--- src/hw/gas_pkg.sv ---
// Constants, types and helper functions shared by the gas alarm threshold logic.
package gas_pkg;
  localparam int DATA_W    = 16;
  localparam int NUM_CH    = 3;
  localparam int DWELL_W   = 8;
  localparam int NV_W      = 8;
  localparam int CLK_NS    = 10;
  localparam int CLK_HZ    = 100_000_000;
  // Seconds tick, completion message and serial bit time.
  localparam int SEC_S     = 1;
  localparam int SEC_CYC   = SEC_S * 1_000_000_000 / CLK_NS;
  localparam int MSG_S     = 2;
  localparam int MSG_CYC   = MSG_S * SEC_CYC;
  localparam int BAUD_BPS  = 9600;
  localparam int BIT_CYC   = CLK_HZ / BAUD_BPS;
  localparam int SEC_W     = 27;
  localparam int MSG_W     = 28;
  localparam int BIT_W     = 14;
  localparam int FRAME_W   = 11;
  // Factory thresholds as percent of full scale.
  localparam logic [6:0] PCT_CH0 = 7'd20;
  localparam logic [6:0] PCT_CH1 = 7'd40;
  localparam logic [6:0] PCT_CH2 = 7'd50;
  localparam logic [DWELL_W-1:0] DWELL_DEF = 8'h01;
  // Fault limits.
  localparam logic [DATA_W-1:0] ADC_MIN = 16'h0010;
  localparam logic [DATA_W-1:0] ADC_MAX = 16'hFFEF;
  localparam int SUPPLY_MIN_V = 10;
  localparam logic [DATA_W-1:0] SUPPLY_MIN_MV = 16'(SUPPLY_MIN_V * 1000);
  localparam logic [3:0] HUNT_LIMIT = 4'h6;
  // Fault flag positions.
  localparam int F02 = 0;
  localparam int F03 = 1;
  localparam int F04 = 2;
  localparam int F05 = 3;
  localparam int F08 = 4;
  localparam int NUM_F = 5;
  typedef enum logic {TX_IDLE, TX_SEND} tx_state_t;

  function automatic logic [DATA_W-1:0] pct_of(input logic [DATA_W-1:0] hs,
                                               input logic [6:0] pct);
    logic [22:0] p;
    p = hs * pct;
    pct_of = 16'(p / 23'd100);
  endfunction

  function automatic logic [DATA_W-1:0] clamp(input logic [DATA_W-1:0] v,
                                              input logic [DATA_W-1:0] hs);
    clamp = (v > hs) ? hs : v;
  endfunction
endpackage

--- src/hw/alarm_channel.sv ---
// One alarm channel: direction, dead band, dwell, latch and contact drive.
`timescale 1ns/100ps
module alarm_channel (
  // Clock and reset
  input  wire logic                          clk_i,
  input  wire logic                          rst_i,
  // Timing
  input  wire logic                          sec_tick_i,
  input  wire logic                          blink_phase_i,
  // Measurement and settings
  input  wire logic [gas_pkg::DATA_W-1:0]    gas_i,
  input  wire logic [gas_pkg::DATA_W-1:0]    thr_i,
  input  wire logic [gas_pkg::DATA_W-1:0]    deadband_i,
  input  wire logic [gas_pkg::DWELL_W-1:0]   dwell_i,
  input  wire logic                          low_side_trip_i,
  input  wire logic                          latch_i,
  input  wire logic                          reset_key_i,
  input  wire logic                          contact_en_i,
  input  wire logic                          blink_en_i,
  input  wire logic                          buzzer_i,
  // Results
  output logic                               alarm_o,
  output logic                               contact_o
);
  logic [gas_pkg::DWELL_W:0]   dwell_q;
  logic [gas_pkg::DATA_W:0]    high_lvl;
  logic [gas_pkg::DATA_W-1:0]  low_lvl;
  logic                        cond;
  logic                        dwell_done;
  logic                        blink_gate;

  assign high_lvl   = {1'b0, thr_i} + {1'b0, deadband_i};
  assign low_lvl    = (thr_i > deadband_i) ? thr_i - deadband_i : '0;
  assign cond       = low_side_trip_i ? (gas_i <= low_lvl)
                                      : ({1'b0, gas_i} >= high_lvl);
  assign dwell_done = cond && (dwell_i == '0 || dwell_q > {1'b0, dwell_i});
  // Blink only applies while the contact is enabled and the buzzer sounds.
  assign blink_gate = (blink_en_i && buzzer_i) ? blink_phase_i : 1'b1;

  // Ticks run free, so the first one may land just after the condition rises: the count
  // must exceed the dwell to span whole seconds. The spare bit keeps saturation above it.
  always_ff @(posedge clk_i or posedge rst_i) begin
    if (rst_i) begin
      dwell_q <= '0;
    end else if (!cond) begin
      dwell_q <= '0;
    end else if (sec_tick_i && dwell_q != '1) begin
      dwell_q <= dwell_q + 1'b1;
    end
  end

  // A new trip wins over a release in the same cycle.
  always_ff @(posedge clk_i or posedge rst_i) begin
    if (rst_i) begin
      alarm_o <= 1'b0;
    end else if (dwell_done) begin
      alarm_o <= 1'b1;
    end else if (!cond && (!latch_i || reset_key_i)) begin
      alarm_o <= 1'b0;
    end
  end

  always_ff @(posedge clk_i or posedge rst_i) begin
    if (rst_i) begin
      contact_o <= 1'b0;
    end else begin
      contact_o <= contact_en_i && alarm_o && blink_gate;
    end
  end
endmodule

--- src/hw/gas_alarm_threshold_logic.sv ---
// Top of the gas alarm threshold logic: thresholds, channels, faults and status link.
// Notes on behaviour
// - Each alarm threshold is clamped to the configured high scale value.
// - Factory initialization loads thresholds of 20, 40 and 50 percent of scale.
// - High-side trip asserts when gas is equal to or above the threshold.
// - Low-side trip asserts when gas is equal to or below the threshold.
// - High-side trips at threshold plus dead band and releases below it.
// - Low-side trips at threshold minus dead band and releases above it.
// - An alarm trips only after its condition held for the dwell seconds.
// - A contact is never driven while its contact output setting is off.
// - With blink on, the contact toggles each second while the buzzer sounds.
// - Blink only acts when the contact output setting is also on.
// - After configuration the completion message stands for two seconds.
// - Three independent channels each have their own threshold, dwell and output settings; the latch type, reset key and buzzer are shared.
// - Unlatched alarms clear themselves; latched ones wait for the reset key.
// - Codes above the ADC maximum raise fault 02, below the minimum fault 03.
// - A parameter storage checksum mismatch raises fault 04.
// - A main supply reading below 10 V raises fault 05.
// - Repeated hunting of the gas measurement raises fault 08.
// - The serial link uses 9600 bps, eight data bits, even parity, one stop.
`timescale 1ns/100ps
module gas_alarm_threshold_logic #(
  parameter int SEC_CYC = gas_pkg::SEC_CYC,
  parameter int MSG_CYC = gas_pkg::MSG_CYC,
  parameter int BIT_CYC = gas_pkg::BIT_CYC
) (
  // Clock and reset
  input  wire logic                                         clk_i,
  input  wire logic                                         rst_i,
  // Measurement
  input  wire logic [gas_pkg::DATA_W-1:0]                   gas_i,
  input  wire logic                                         gas_valid_i,
  input  wire logic [gas_pkg::DATA_W-1:0]                   adc_code_i,
  input  wire logic [gas_pkg::DATA_W-1:0]                   supply_mv_i,
  input  wire logic [gas_pkg::DATA_W-1:0]                   high_scale_i,
  // Configuration
  input  wire logic                                         factory_init_i,
  input  wire logic                                         cfg_we_i,
  input  wire logic [1:0]                                   cfg_ch_i,
  input  wire logic [gas_pkg::DATA_W-1:0]                   cfg_thr_i,
  input  wire logic [gas_pkg::DWELL_W-1:0]                  cfg_dwell_i,
  input  wire logic                                         cfg_done_i,
  input  wire logic [gas_pkg::NUM_CH-1:0]                   low_side_trip_i,
  input  wire logic [gas_pkg::NUM_CH-1:0][gas_pkg::DATA_W-1:0] deadband_i,
  input  wire logic [gas_pkg::NUM_CH-1:0]                   contact_en_i,
  input  wire logic [gas_pkg::NUM_CH-1:0]                   blink_en_i,
  input  wire logic                                         alarm_latch_type_i,
  input  wire logic                                         reset_key_i,
  input  wire logic                                         buzzer_i,
  // Parameter storage check
  input  wire logic                                         nv_valid_i,
  input  wire logic                                         nv_last_i,
  input  wire logic [gas_pkg::NV_W-1:0]                     nv_word_i,
  input  wire logic [gas_pkg::NV_W-1:0]                     nv_sum_i,
  // Status link
  input  wire logic                                         tx_start_i,
  output logic                                              tx_o,
  output logic                                              tx_en_o,
  // Results
  output logic [gas_pkg::NUM_CH-1:0]                        alarm_o,
  output logic [gas_pkg::NUM_CH-1:0]                        contact_o,
  output logic [gas_pkg::NUM_F-1:0]                         fault_o,
  output logic                                              msg_done_o
);
  // Seconds divider and blink phase.
  logic [gas_pkg::SEC_W-1:0] sec_q;
  logic                      sec_tick;
  logic                      blink_q;

  assign sec_tick = (sec_q == gas_pkg::SEC_W'(SEC_CYC - 1));

  always_ff @(posedge clk_i or posedge rst_i) begin
    if (rst_i) begin
      sec_q   <= '0;
      blink_q <= 1'b1;
    end else begin
      sec_q   <= sec_tick ? '0 : sec_q + 1'b1;
      blink_q <= sec_tick ? !blink_q : blink_q;
    end
  end

  // Threshold and dwell storage, one entry per channel.
  logic [gas_pkg::DATA_W-1:0]  thr_q   [gas_pkg::NUM_CH];
  logic [gas_pkg::DWELL_W-1:0] dwell_q [gas_pkg::NUM_CH];
  logic [6:0]                  pct     [gas_pkg::NUM_CH];

  assign pct[0] = gas_pkg::PCT_CH0;
  assign pct[1] = gas_pkg::PCT_CH1;
  assign pct[2] = gas_pkg::PCT_CH2;

  always_ff @(posedge clk_i or posedge rst_i) begin
    if (rst_i) begin
      for (int i = 0; i < gas_pkg::NUM_CH; i++) begin
        thr_q[i]   <= '0;
        dwell_q[i] <= gas_pkg::DWELL_DEF;
      end
    end else if (factory_init_i) begin
      for (int i = 0; i < gas_pkg::NUM_CH; i++) begin
        thr_q[i]   <= gas_pkg::pct_of(high_scale_i, pct[i]);
        dwell_q[i] <= gas_pkg::DWELL_DEF;
      end
    end else if (cfg_we_i && cfg_ch_i < 2'(gas_pkg::NUM_CH)) begin
      thr_q[cfg_ch_i]   <= gas_pkg::clamp(cfg_thr_i, high_scale_i);
      dwell_q[cfg_ch_i] <= cfg_dwell_i;
    end
  end

  // The scale may be lowered after a threshold was set, so clamp again on use.
  logic [gas_pkg::DATA_W-1:0] thr_eff [gas_pkg::NUM_CH];

  for (genvar g = 0; g < gas_pkg::NUM_CH; g++) begin : g_ch
    assign thr_eff[g] = gas_pkg::clamp(thr_q[g], high_scale_i);
    alarm_channel u_ch (
      .clk_i          (clk_i),
      .rst_i          (rst_i),
      .sec_tick_i     (sec_tick),
      .blink_phase_i  (blink_q),
      .gas_i          (gas_i),
      .thr_i          (thr_eff[g]),
      .deadband_i     (deadband_i[g]),
      .dwell_i        (dwell_q[g]),
      .low_side_trip_i(low_side_trip_i[g]),
      .latch_i        (alarm_latch_type_i),
      .reset_key_i    (reset_key_i),
      .contact_en_i   (contact_en_i[g]),
      .blink_en_i     (blink_en_i[g]),
      .buzzer_i       (buzzer_i),
      .alarm_o        (alarm_o[g]),
      .contact_o      (contact_o[g])
    );
  end

  // Completion message timer; a new completion restarts the full period.
  logic [gas_pkg::MSG_W-1:0] msg_q;

  always_ff @(posedge clk_i or posedge rst_i) begin
    if (rst_i) begin
      msg_q      <= '0;
      msg_done_o <= 1'b0;
    end else if (cfg_done_i) begin
      msg_q      <= gas_pkg::MSG_W'(MSG_CYC - 1);
      msg_done_o <= 1'b1;
    end else if (msg_q != '0) begin
      msg_q      <= msg_q - 1'b1;
    end else begin
      msg_done_o <= 1'b0;
    end
  end

  // Hunting: count direction reversals of the gas value within each second.
  logic [gas_pkg::DATA_W-1:0] last_gas_q;
  logic                       rising_q;
  logic                       dir_known_q;
  logic [3:0]                 rev_q;
  logic                       hunt_q;
  logic                       moved;
  logic                       going_up;
  logic                       reversal;

  assign moved    = gas_valid_i && (gas_i != last_gas_q);
  assign going_up = gas_i > last_gas_q;
  assign reversal = moved && dir_known_q && (going_up != rising_q);

  always_ff @(posedge clk_i or posedge rst_i) begin
    if (rst_i) begin
      last_gas_q  <= '0;
      rising_q    <= 1'b0;
      dir_known_q <= 1'b0;
    end else if (moved) begin
      last_gas_q  <= gas_i;
      rising_q    <= going_up;
      dir_known_q <= 1'b1;
    end
  end

  always_ff @(posedge clk_i or posedge rst_i) begin
    if (rst_i) begin
      rev_q  <= '0;
      hunt_q <= 1'b0;
    end else if (sec_tick) begin
      rev_q  <= '0;
      hunt_q <= (rev_q >= gas_pkg::HUNT_LIMIT);
    end else if (reversal && rev_q != '1) begin
      rev_q  <= rev_q + 1'b1;
      hunt_q <= hunt_q || (rev_q + 1'b1 >= gas_pkg::HUNT_LIMIT);
    end
  end

  // Storage checksum: 8-bit sum over the block, compared at its last word.
  logic [gas_pkg::NV_W-1:0] nv_sum_q;
  logic [gas_pkg::NV_W-1:0] nv_sum_d;
  logic                     nv_bad_q;

  assign nv_sum_d = nv_sum_q + nv_word_i;

  always_ff @(posedge clk_i or posedge rst_i) begin
    if (rst_i) begin
      nv_sum_q <= '0;
      nv_bad_q <= 1'b0;
    end else if (nv_valid_i) begin
      nv_sum_q <= nv_last_i ? '0 : nv_sum_d;
      nv_bad_q <= nv_last_i ? (nv_sum_d != nv_sum_i) : nv_bad_q;
    end
  end

  always_ff @(posedge clk_i or posedge rst_i) begin
    if (rst_i) begin
      fault_o <= '0;
    end else begin
      fault_o[gas_pkg::F02] <= adc_code_i > gas_pkg::ADC_MAX;
      fault_o[gas_pkg::F03] <= adc_code_i < gas_pkg::ADC_MIN;
      fault_o[gas_pkg::F04] <= nv_bad_q;
      fault_o[gas_pkg::F05] <= supply_mv_i < gas_pkg::SUPPLY_MIN_MV;
      fault_o[gas_pkg::F08] <= hunt_q;
    end
  end

  // Status byte transmitter, 8E1 framing, LSB first.
  // Starts that arrive while a frame is on the line are dropped rather than queued.
  localparam gas_pkg::tx_state_t TX_IDLE_C = gas_pkg::TX_IDLE;
  gas_pkg::tx_state_t              tx_st_q;
  logic [gas_pkg::FRAME_W-1:0]     frame_q;
  logic [3:0]                      nbit_q;
  logic [gas_pkg::BIT_W-1:0]       baud_q;
  logic [7:0]                      status;
  logic                            bit_end;

  assign status  = {4'h0, |fault_o, alarm_o};
  assign bit_end = (baud_q == gas_pkg::BIT_W'(BIT_CYC - 1));

  always_ff @(posedge clk_i or posedge rst_i) begin
    if (rst_i) begin
      tx_st_q <= TX_IDLE_C;
      frame_q <= '1;
      nbit_q  <= '0;
      baud_q  <= '0;
      tx_o    <= 1'b1;
      tx_en_o <= 1'b0;
    end else begin
      case (tx_st_q)
        gas_pkg::TX_IDLE: begin
          if (tx_start_i) begin
            frame_q <= {1'b1, ^status, status, 1'b0};
            nbit_q  <= '0;
            baud_q  <= '0;
            tx_o    <= 1'b0;
            tx_en_o <= 1'b1;
            tx_st_q <= gas_pkg::TX_SEND;
          end
        end
        gas_pkg::TX_SEND: begin
          baud_q <= bit_end ? '0 : baud_q + 1'b1;
          if (bit_end) begin
            if (nbit_q == 4'(gas_pkg::FRAME_W - 1)) begin
              tx_o    <= 1'b1;
              tx_en_o <= 1'b0;
              tx_st_q <= gas_pkg::TX_IDLE;
            end else begin
              frame_q <= {1'b1, frame_q[gas_pkg::FRAME_W-1:1]};
              tx_o    <= frame_q[1];
              nbit_q  <= nbit_q + 1'b1;
            end
          end
        end
        default: tx_st_q <= gas_pkg::TX_IDLE;
      endcase
    end
  end

  // Helper for the message length check.
  logic [gas_pkg::MSG_W-1:0] msg_len_q;

  always_ff @(posedge clk_i or posedge rst_i) begin
    if (rst_i) begin
      msg_len_q <= '0;
    end else begin
      msg_len_q <= (cfg_done_i || !msg_done_o) ? '0 : msg_len_q + 1'b1;
    end
  end
endmodule

--- config.mk ---
export PLATFORM = sky130hd
export DESIGN_NAME = gas_alarm_threshold_logic
export DESIGN_NICKNAME = d
export VERILOG_FILES = /design/src/hw/gas_pkg.sv /design/src/hw/alarm_channel.sv /design/src/hw/gas_alarm_threshold_logic.sv
export SDC_FILE = /design/constraint.sdc
export NUM_CORES = 1
export LEC_CHECK = 0
export ABC_CLOCK_PERIOD_IN_PS = 6690
export BUFFER_PORTS_ARGS = -buffer_cell sky130_fd_sc_hd__buf_2
export CORE_MARGIN = 5
export CORE_UTILIZATION = 58
export CTS_BUF_LIST = sky130_fd_sc_hd__clkbuf_4 sky130_fd_sc_hd__clkbuf_8
export CTS_CLUSTER_DIAMETER = 120
export DETAILED_ROUTE_END_ITERATION = 10
export PLACE_DENSITY = 0.91
export SLEW_MARGIN = 20
export SYNTH_ARGS = -nofsm -noshare
export SYNTH_HDL_FRONTEND = slang
export SYNTH_HIERARCHICAL = 1
export SYNTH_SLANG_ARGS = --single-unit
--- constraint.sdc ---
create_clock -name clk_i -period 6.69 [get_ports clk_i]
set_input_delay 1.338 -clock clk_i [delete_from_list [all_inputs] [get_ports clk_i]]
set_output_delay 1.338 -clock clk_i [all_outputs]
set_load 0.01 [all_outputs]
==> results of run 1 <==
[routing by layer]
layer  GRT overflow  track usage [%]
met1              4             72.8
met2             46             85.3
met3              4             65.8
met4             51             70.6
met5              0             45.2
[logic make-up after synthesis]
kind of cell,count (synthesis)
compound gates,1168
fa+ha+maj,428
simple gates,1316
flops,229
mux,81
buf+inv,381
xor+xnor,215
[timing repair]
action	4_1_cts
endpoints found under the setup margin	60
gates resized for setup	380
pin swaps	179
setup buffers	126
cloned	4
[per-stage QoR]
stage                     hold WS, ns  instances  instance area (um2)  setup WS, ns
after CTS                       0.407       5579                42700         -4.99
after floorplan                 0.354       3818                31700         -5.16
after global placement          0.369       5380                38900         -5.44
after detailed placement        0.375       5380                38900         -6.23
==> summary.txt, run 1 <==
Run status
  – Status: aborted with a tool error
  – Failed at: global routing (5_1_grt)
  – First Err: [ERROR GRT-0232] Routing congestion too high. Check the congestion heatmap in the GUI.

Synth
  – Post-Synth Simple-Gate Area: 21.4%
  – Synth Area in Compound Gates: 27.0%
  – Mux share of post-synthesis cell area: 2.83%
  – Mapped Cells: 3818
  – Sequential area share after synthesis: 18.9%
  – #FFs+latches synth: 229
  – Adder-Cell Fraction of Synth Area: 18.0%
  – Synth cell types: 147
  – Main flop type after synthesis: dfrtp_1
  – Most area-consuming cells after synthesis: dfrtp_1 (18%), ha_1 (17%), o21ai_0 (4.4%)
  – Synth area leader: dfrtp_1
  – Post-synth top cells: ha_1 (403), nor2_1 (352), nand2_1 (344), o21ai_0 (269), a21oi_1 (256)
  – Syn_nets: 4415
  – FFs w/ async S/R, synth: 100%
  – Synthesized area: 30400 um2
  – Avg Inst Size Synth: 7.97 um2
  – Post-synth top area share: 17.7%
  – Count leader, synth: ha_1
  – Dominant combinational cell family by area after synthesis: compound AO/OA/AOI/OAI gates
  – Synth Warn #: 6
  – Post-synth EDFFs: 0
  – Synth Area in XOR/XNOR: 6.36%

Die
  – Row count: 84
  – Die Ht: 239 um
  – I/O pin count: 189
  – Initial Util: 58.2%
  – Die width: 239 um

CTS
  – H-tree depth: 2
  – CTS Buffer Depth: 3
  – Num CTS Buffers: 40
  – # hold bufs at CTS: 0
  – Clock root buffer: clkbuf_8
  – Sink Count: 229

GRT
  – Total GRT Usage: 73.8%
  – Largest net degree at the start of global routing: 131
  – Grt ovf: 105

Place
  – PortBufs: 180
  – Placer Congestion: 1.06
  – Detailed Place HPWL: 89100 um
==> run 2, diff against run 1 <==
--- a/config.mk
+++ b/config.mk
@@ -5,14 +5,12 @@
 export SDC_FILE = /design/constraint.sdc
 export NUM_CORES = 1
 export LEC_CHECK = 0
-export ABC_CLOCK_PERIOD_IN_PS = 6690
+export ABC_CLOCK_PERIOD_IN_PS = 8700
 export BUFFER_PORTS_ARGS = -buffer_cell sky130_fd_sc_hd__buf_2
 export CORE_MARGIN = 5
-export CORE_UTILIZATION = 58
-export CTS_BUF_LIST = sky130_fd_sc_hd__clkbuf_4 sky130_fd_sc_hd__clkbuf_8
-export CTS_CLUSTER_DIAMETER = 120
+export CORE_UTILIZATION = 40
 export DETAILED_ROUTE_END_ITERATION = 10
-export PLACE_DENSITY = 0.91
+export PLACE_DENSITY_LB_ADDON = 0.15
 export SLEW_MARGIN = 20
 export SYNTH_ARGS = -nofsm -noshare
 export SYNTH_HDL_FRONTEND = slang
==> constraint.sdc (replaced) <==
create_clock -name clk_i -period 8.7 [get_ports clk_i]
set_input_delay 1.74 -clock clk_i [delete_from_list [all_inputs] [get_ports clk_i]]
set_output_delay 1.74 -clock clk_i [all_outputs]
set_load 0.01 [all_outputs]
==> run 2 against run 1 <==
Compared with the run above:
- the flow now finishes, with violations (negative setup slack)
- area after synthesis is the same
- synthesized cell count unchanged
==> summary.txt, run 2 <==
Worst setup path
  – R2R cell count: 28
  – Critical Path AT: 12.53 ns
  – Critical path class: in2reg
  – Worst-path maximum fanout: 5
  – Critical path's slowest cell: or4_4
  – Critical Path Start Type: input port
  – WP data required: 9.11 ns
  – Worst Setup End Kind: register
  – Most frequent CP cell: buf_4
  – Critical Path Max Stage Delay: 0.50 ns

CTS
  – Num CTS Buffers: 27 (-33%)
  – CTS tree: built
  – H-tree depth: 1 (-1)
  – Clock root buffer: clkbuf_16
  – CTS Buffer Depth: 3 (unchanged)
  – Clock slew at reported path FFs: 0.06 ns
  – # hold bufs at CTS: 0 (unchanged)
  – Worst-Skew Late Latency: 0.58 ns
  – Sink Count: 229 (unchanged)

Place
  – PortBufs: 180 (unchanged)
  – Dpl ws: -4.22 ns (+2.01 ns)
  – Placer Congestion: 0.921 (-13%)
  – Post-DP Area: 37400 um2 (-3.8%)
  – Detailed Place HPWL: 79400 um (-11%)
  – Placed insts: 5437 (+1.1%)

Layout
  – Fin cells: 5581
  – Max reg flops: 48
  – Finished Core Util: 53.8%
  – Most frequent cells in the layout: buf_4 (648), ha_1 (371), nand2_1 (333)
  – Synthesis-to-layout area growth: 33.8%
  – Largest regs: thr_q: 48 flops, msg_q: 28 flops
  – Layout fillers: 7106
  – Layout net count: 5171
  – Finished Cell Area: 40700 um2
  – Commonest non-fill, non-tap cell in the layout: buf_4
  – Share of layout cells above drive strength 1: 31.1%
  – Most flops, register: thr_q

STA
  – Worst Max-Slew Pin Slew: 1.09 ns
  – Skew final: 0.0166 ns
  – Max Slew Vio Count: 0
  – F_max: 82.5 MHz
  – Final period util: 139%
  – Slack of the critical path: -3.42 ns
  – # setup viols final: 18
  – Post-route minimum period: 12.12 ns
  – Rel. slew slack: 26.7%
  – Final hold violation count: 0
  – RSZ-0062 raised after global routing: true

Route
  – DR vias/cell: 5.56
  – Vias: 31022
  – Routed len/inst: 17.8 um
  – WL final: 99500 um
  – Antenna viol nets, final: 0
  – Initial DRC Count: 1766
  – Total iterations of the first detailed-routing run: 6
  – Residual DRC: 0

Die
  – Row count: 101 (+20%)
  – I/O pin count: 189 (unchanged)
  – Placeable core area: 75700 um2
  – Die Ht: 286 um (+20%)
  – Die Area: 81700 um2
  – Initial Util: 40.2% (-18 points)
  – Die width: 286 um (+20%)

GRT
  – Initial antenna violation count: 11
  – First-pass GRT wire length: 158000 um
  – Grt ovf: 0
  – Largest net degree at the start of global routing: 126
  – Vias in the first global route: 29972
  – Total GRT Usage: 23.2%

Synth
  – FFs w/ async S/R, synth: 100% (unchanged)
  – Synthesized area: 30400 um2 (unchanged)
  – Most area-consuming cells after synthesis: dfrtp_1 (18%), ha_1 (17%), o21ai_0 (4.4%)
  – Count leader, synth: ha_1
  – Post-synth top area share: 17.7% (unchanged)
  – Synth area leader: dfrtp_1
  – Avg Inst Size Synth: 7.97 um2 (unchanged)
  – Syn_nets: 4415 (unchanged)
  – Mapped Cells: 3818 (unchanged)
  – Synth Warn #: 6 (unchanged)
  – Post-synth top cells: ha_1 (403), nor2_1 (352), nand2_1 (344), o21ai_0 (269), a21oi_1 (256)
  – Sequential area share after synthesis: 18.9% (unchanged)
  – Synth cell types: 147 (unchanged)
  – #FFs+latches synth: 229 (unchanged)
  – Main flop type after synthesis: dfrtp_1
  – Post-synth EDFFs: 0 (unchanged)

Hold path
  – Hold crit path type: reg2reg
  – Hold Path Stages: 0

Run status
  – Failing checks: negative setup slack
  – Status: complete, but fails checks

Flow run
  – Maxcap violations: 0
run 2: cell counts after synthesis:
Identical to the previous run, type by type.
run 2: layout make-up:
class / instances / area, um2 / share of cell area, %
repair buffers: 856 / 6160 / 15.1
diodes: 8 / 20.0 / 0.0492
clock inverters: 12 / 183 / 0.449
well taps: 978 / 1220 / 3.01
inverters: 251 / 966 / 2.37
flip-flops and latches: 229 / 5750 / 14.1
multi-input cells: 3209 / 25600 / 62.9
clock buffers: 38 / 807 / 1.98
run 2: kinds of logic (layout without fill, tap and decap cells):
kind of cell / Yosys count / in the layout / share of synthesized area, %
AO/OA/AOI/OAI: 1168 / 1169 / 27.0
XOR/XNOR: 215 / 215 / 6.36
adder cells (fa/ha/maj): 428 / 428 / 18.0
buffers and inverters: 381 / 1157 / 5.53
flip-flops: 229 / 229 / 18.9
multiplexers: 81 / 81 / 2.83
other: 0 / 8 / 0
AND/OR/NAND/NOR: 1316 / 1316 / 21.4
run 2: worst max-delay path: cells and delay by family:
kind                     cells  cell delay, ns
buffers and inverters        9            1.10
AO/OA/AOI/OAI               24            5.69
adder cells (fa/ha/maj)      5            1.53
AND/OR/NAND/NOR              9            1.97
XOR/XNOR                     3            0.46
run 2: final timing paths:
kind / start / endpoint / slack, ns
worst max-delay path: high_scale_i[3] / thr_q[0]$_DFFE_PP0P_ / -3.42
max in group asynchronous: rst_i / last_gas_q[8]$_DFFE_PP0P_ / 5.89
min in group asynchronous: rst_i / g_ch[2].u_ch/dwell_q[5]$_DFFE_PP0P_ / 1.23
worst min register to register: nv_bad_q$_DFFE_PP0P_ / fault_o[2]$_DFF_PP0_ / 0.38
worst max register to register: thr_q[41]$_DFFE_PP0P_ / g_ch[0].u_ch/alarm_o$_DFFE_PP0P_ / 2.18
worst min-delay path: nv_bad_q$_DFFE_PP0P_ / fault_o[2]$_DFF_PP0_ / 0.38
run 2: routing by layer:
metal  track usage (%)  part of all wire [%]  up-vias
li1                  -                     -    15577
met1              32.4                    47    14777
met2              38.7                    47      542
met3              2.69                   4.2      124
met4              5.00                   1.9        2
met5                 0                 0.013        -
run 2: repair_timing:
item                                    CTS  global route
setup buffers                            67            20
pin swaps                               110            55
cloned                                    1             0
gates resized for setup                 159           146
endpoints found under the setup margin   19            23
run 2: stage by stage:
stage | setup TNS [ns] | hold WS [ns]
final | -33.88 | 0.382
after global routing | -41.16 | 0.398
after CTS | -31.57 | 0.388
after detailed placement | -49.69 | 0.371
after global placement | -48.47 | 0.368
after floorplan | -28.72 | 0.354
Power of run 2 is not shown: default switching activity piles up to over one toggle a cycle in this logic, so the estimate is an artifact.
==> run 3, diff against run 2 <==
--- a/config.mk
+++ b/config.mk
@@ -6,11 +6,11 @@
 export NUM_CORES = 1
 export LEC_CHECK = 0
 export ABC_CLOCK_PERIOD_IN_PS = 8700
-export BUFFER_PORTS_ARGS = -buffer_cell sky130_fd_sc_hd__buf_2
 export CORE_MARGIN = 5
 export CORE_UTILIZATION = 40
 export DETAILED_ROUTE_END_ITERATION = 10
-export PLACE_DENSITY_LB_ADDON = 0.15
+export DONT_BUFFER_PORTS = 1
+export PLACE_DENSITY = 0.5
 export SLEW_MARGIN = 20
 export SYNTH_ARGS = -nofsm -noshare
 export SYNTH_HDL_FRONTEND = slang
==> run 3 against run 2 <==
Compared with the run above:
- worst hold slack better by 0.011 ns
- the run still ends with negative setup slack left
- register-to-register slack worse by 0.34 ns
- routed wire length is 1.4% higher
- cell count is 3.5% lower
- final area is 2.8% lower
- clock-buffer cell count is 3 higher
- sequential cell count stayed put
- clock skew is 0.0034 ns lower
- critical path depth is 1 lower
- non-clock buffer count is 194 lower
==> summary.txt, run 3 (same netlist as run 2, synthesis figures left out) <==
Run status
  – Status: complete, but fails checks
  – Failing checks: negative setup slack

Route
  – Initial DRC Count: 1896 (+7.4%)
  – Residual DRC: 0 (unchanged)
  – WL final: 101000 um (+1.4%)
  – DR vias/cell: 5.61 (+0.94%)
  – Antenna viol nets, final: 0 (unchanged)
  – Vias: 30220 (-2.6%)
  – Routed len/inst: 18.7 um (+5.0%)
  – Total iterations of the first detailed-routing run: 6 (unchanged)

STA
  – RSZ-0062 raised after global routing: true
  – Final hold slack: 0.393 ns (+0.0109 ns)
  – Sum Neg Setup Slack: -28.07 ns (+5.81 ns)
  – Max Slew Vio Count: 0 (unchanged)
  – Final hold violation count: 0 (unchanged)
  – F_max: 82.8 MHz (+0.35%)
  – # setup viols final: 16 (-2)
  – Worst Max-Slew Pin Slew: 1.03 ns (-0.0556 ns)
  – Skew final: 0.0131 ns (-0.00345 ns)
  – Slack of the critical path: -3.38 ns (+0.0425 ns)
  – Post-route minimum period: 12.08 ns (-0.0425 ns)
  – Rel. slew slack: 30.9% (+4.2 points)
  – Final period util: 139% (-0.49 points)

GRT
  – Vias in the first global route: 28660 (-4.4%)
  – Largest net degree at the start of global routing: 85 (-33%)
  – Total GRT Usage: 23.5% (+0.28 points)
  – Grt ovf: 0 (unchanged)
  – Initial antenna violation count: 4 (-7)
  – First-pass GRT wire length: 159000 um (+0.38%)

Layout
  – Most frequent cells in the layout: buf_4 (625), ha_1 (379), nand2_1 (330)
  – Commonest non-fill, non-tap cell in the layout: buf_4
  – Most flops, register: thr_q
  – Largest regs: thr_q: 48 flops, msg_q: 28 flops
  – Synthesis-to-layout area growth: 30.1%
  – Max reg flops: 48 (unchanged)
  – Share of layout cells above drive strength 1: 27.6% (-3.6 points)
  – Layout net count: 4979 (-3.7%)
  – Finished Core Util: 52.3% (-1.5 points)

CTS
  – CTS Buffer Depth: 3 (unchanged)
  – Clock root buffer: clkbuf_16
  – H-tree depth: 1 (unchanged)
  – Sink Count: 229 (unchanged)
  – Clock slew at reported path FFs: 0.06 ns (about the same)
  – CTS tree: built
  – Num CTS Buffers: 30 (+11%)
  – Worst-Skew Late Latency: 0.60 ns (+0.02 ns)

Die
  – Placeable core area: 75700 um2 (unchanged)
  – Die width: 286 um (unchanged)
  – Die Ht: 286 um (unchanged)
  – Die Area: 81700 um2 (unchanged)
  – Row count: 101 (unchanged)
  – I/O pin count: 189 (unchanged)
  – Initial Util: 40.2% (unchanged)

Place
  – Placer Congestion: 0.882 (-4.2%)
  – Detailed Place HPWL: 79900 um (+0.70%)
  – PortBufs: 0 (-100%)

Flow run
  – Maxcap violations: 0 (unchanged)

Worst setup path
  – Worst reg2reg startpoint: thr_q[4]$_DFFE_PP0P_
  – Critical path's slowest cell: or4_4
  – Critical path class: in2reg
  – WP data required: 9.15 ns (+0.04 ns)
  – Critical Path Start Type: input port
  – Worst-path maximum fanout: 8 (+3)
  – Worst Setup SP: high_scale_i[3]
  – Most frequent CP cell: a211oi_4
  – Critical Path AT: 12.53 ns (about the same)
  – Worst Setup End Kind: register
  – Critical Path Max Stage Delay: 0.52 ns (+0.02 ns)

Hold path
  – Hold crit path type: reg2reg
  – Hold_sp: hunt_q$_DFFE_PP0P_
==> run 3: cell count changes in the layout (fill, tap and decap cells not counted), moves of 4 or more <==
cell and change:
and3_4 +4, a31oi_2 -10, ha_4 -8, clkbuf_1 +4
o21ai_0 -6, diode_2 -6, buf_6 +8, a21oi_4 -4
clkbuf_8 -4, buf_4 -23, ha_1 +8, o21ai_1 +8
a31oi_1 +8, buf_2 -175
==> run 3: critical path: cells and delay by family <==
family,cells,cell delay [ns]
adders and majority gates,5,1.48
buffers and inverters,6,0.68
AOI/OAI and AO/OA,24,5.55
and+or+nand+nor,10,2.21
xor gates and xnor gates,2,0.36
muxes,2,0.44
==> run 3: cell type report <==
type,count,area [um2]
flip-flops and latches,229,5750
clock buffers,41,842
repair buffers,662,5130
inverters,251,966
clock inverters,15,263
fillers,7287,36100
multi-input cells,3208,25400
diodes,2,5.00
well taps,978,1220
==> run 3: stage by stage <==
stage	cell area [um2]	cells	worst slack [ns]
after detailed placement	36500	5257	-4.18
after global placement	36500	5257	-3.98
after CTS	38700	5359	-3.18
after floorplan	31600	3818	-3.55
after global routing	39600	5384	-3.86
final	39600	5386	-3.38
==> run 3: per-layer routing <==
metal,up-vias,part of all wire [%],wire length (um),global-route usage [%]
met5,-,0.013,13,0
met3,92,5.4,5410,3.98
met2,543,46,46200,38.6
met1,14389,47,47600,33.0
li1,15194,-,-,-
met4,2,1.6,1590,3.84
==> run 3: path summary, 6_finish.rpt <==
check	slack, ns	endpoint	cells past startpoint
worst min-delay path	0.39	fault_o[4]$_DFF_PP0_	0
min in group asynchronous	1.03	g_ch[2].u_ch/dwell_q[0]$_DFFE_PP0P_	1
worst min register to register	0.39	fault_o[4]$_DFF_PP0_	0
max in group asynchronous	6.32	thr_q[40]$_DFFE_PP0P_	2
worst max-delay path	-3.38	thr_q[0]$_DFFE_PP0P_	49
worst max register to register	1.84	g_ch[2].u_ch/alarm_o$_DFFE_PP0P_	28
==> run 3: what timing repair did <==
item                                    CTS  global route
pin swaps                                79            64
gates resized for setup                 141           140
setup buffers                            46            28
endpoints found under the setup margin   18            19
hold buffers                              0             0
Power of run 3 is left out for the same reason.
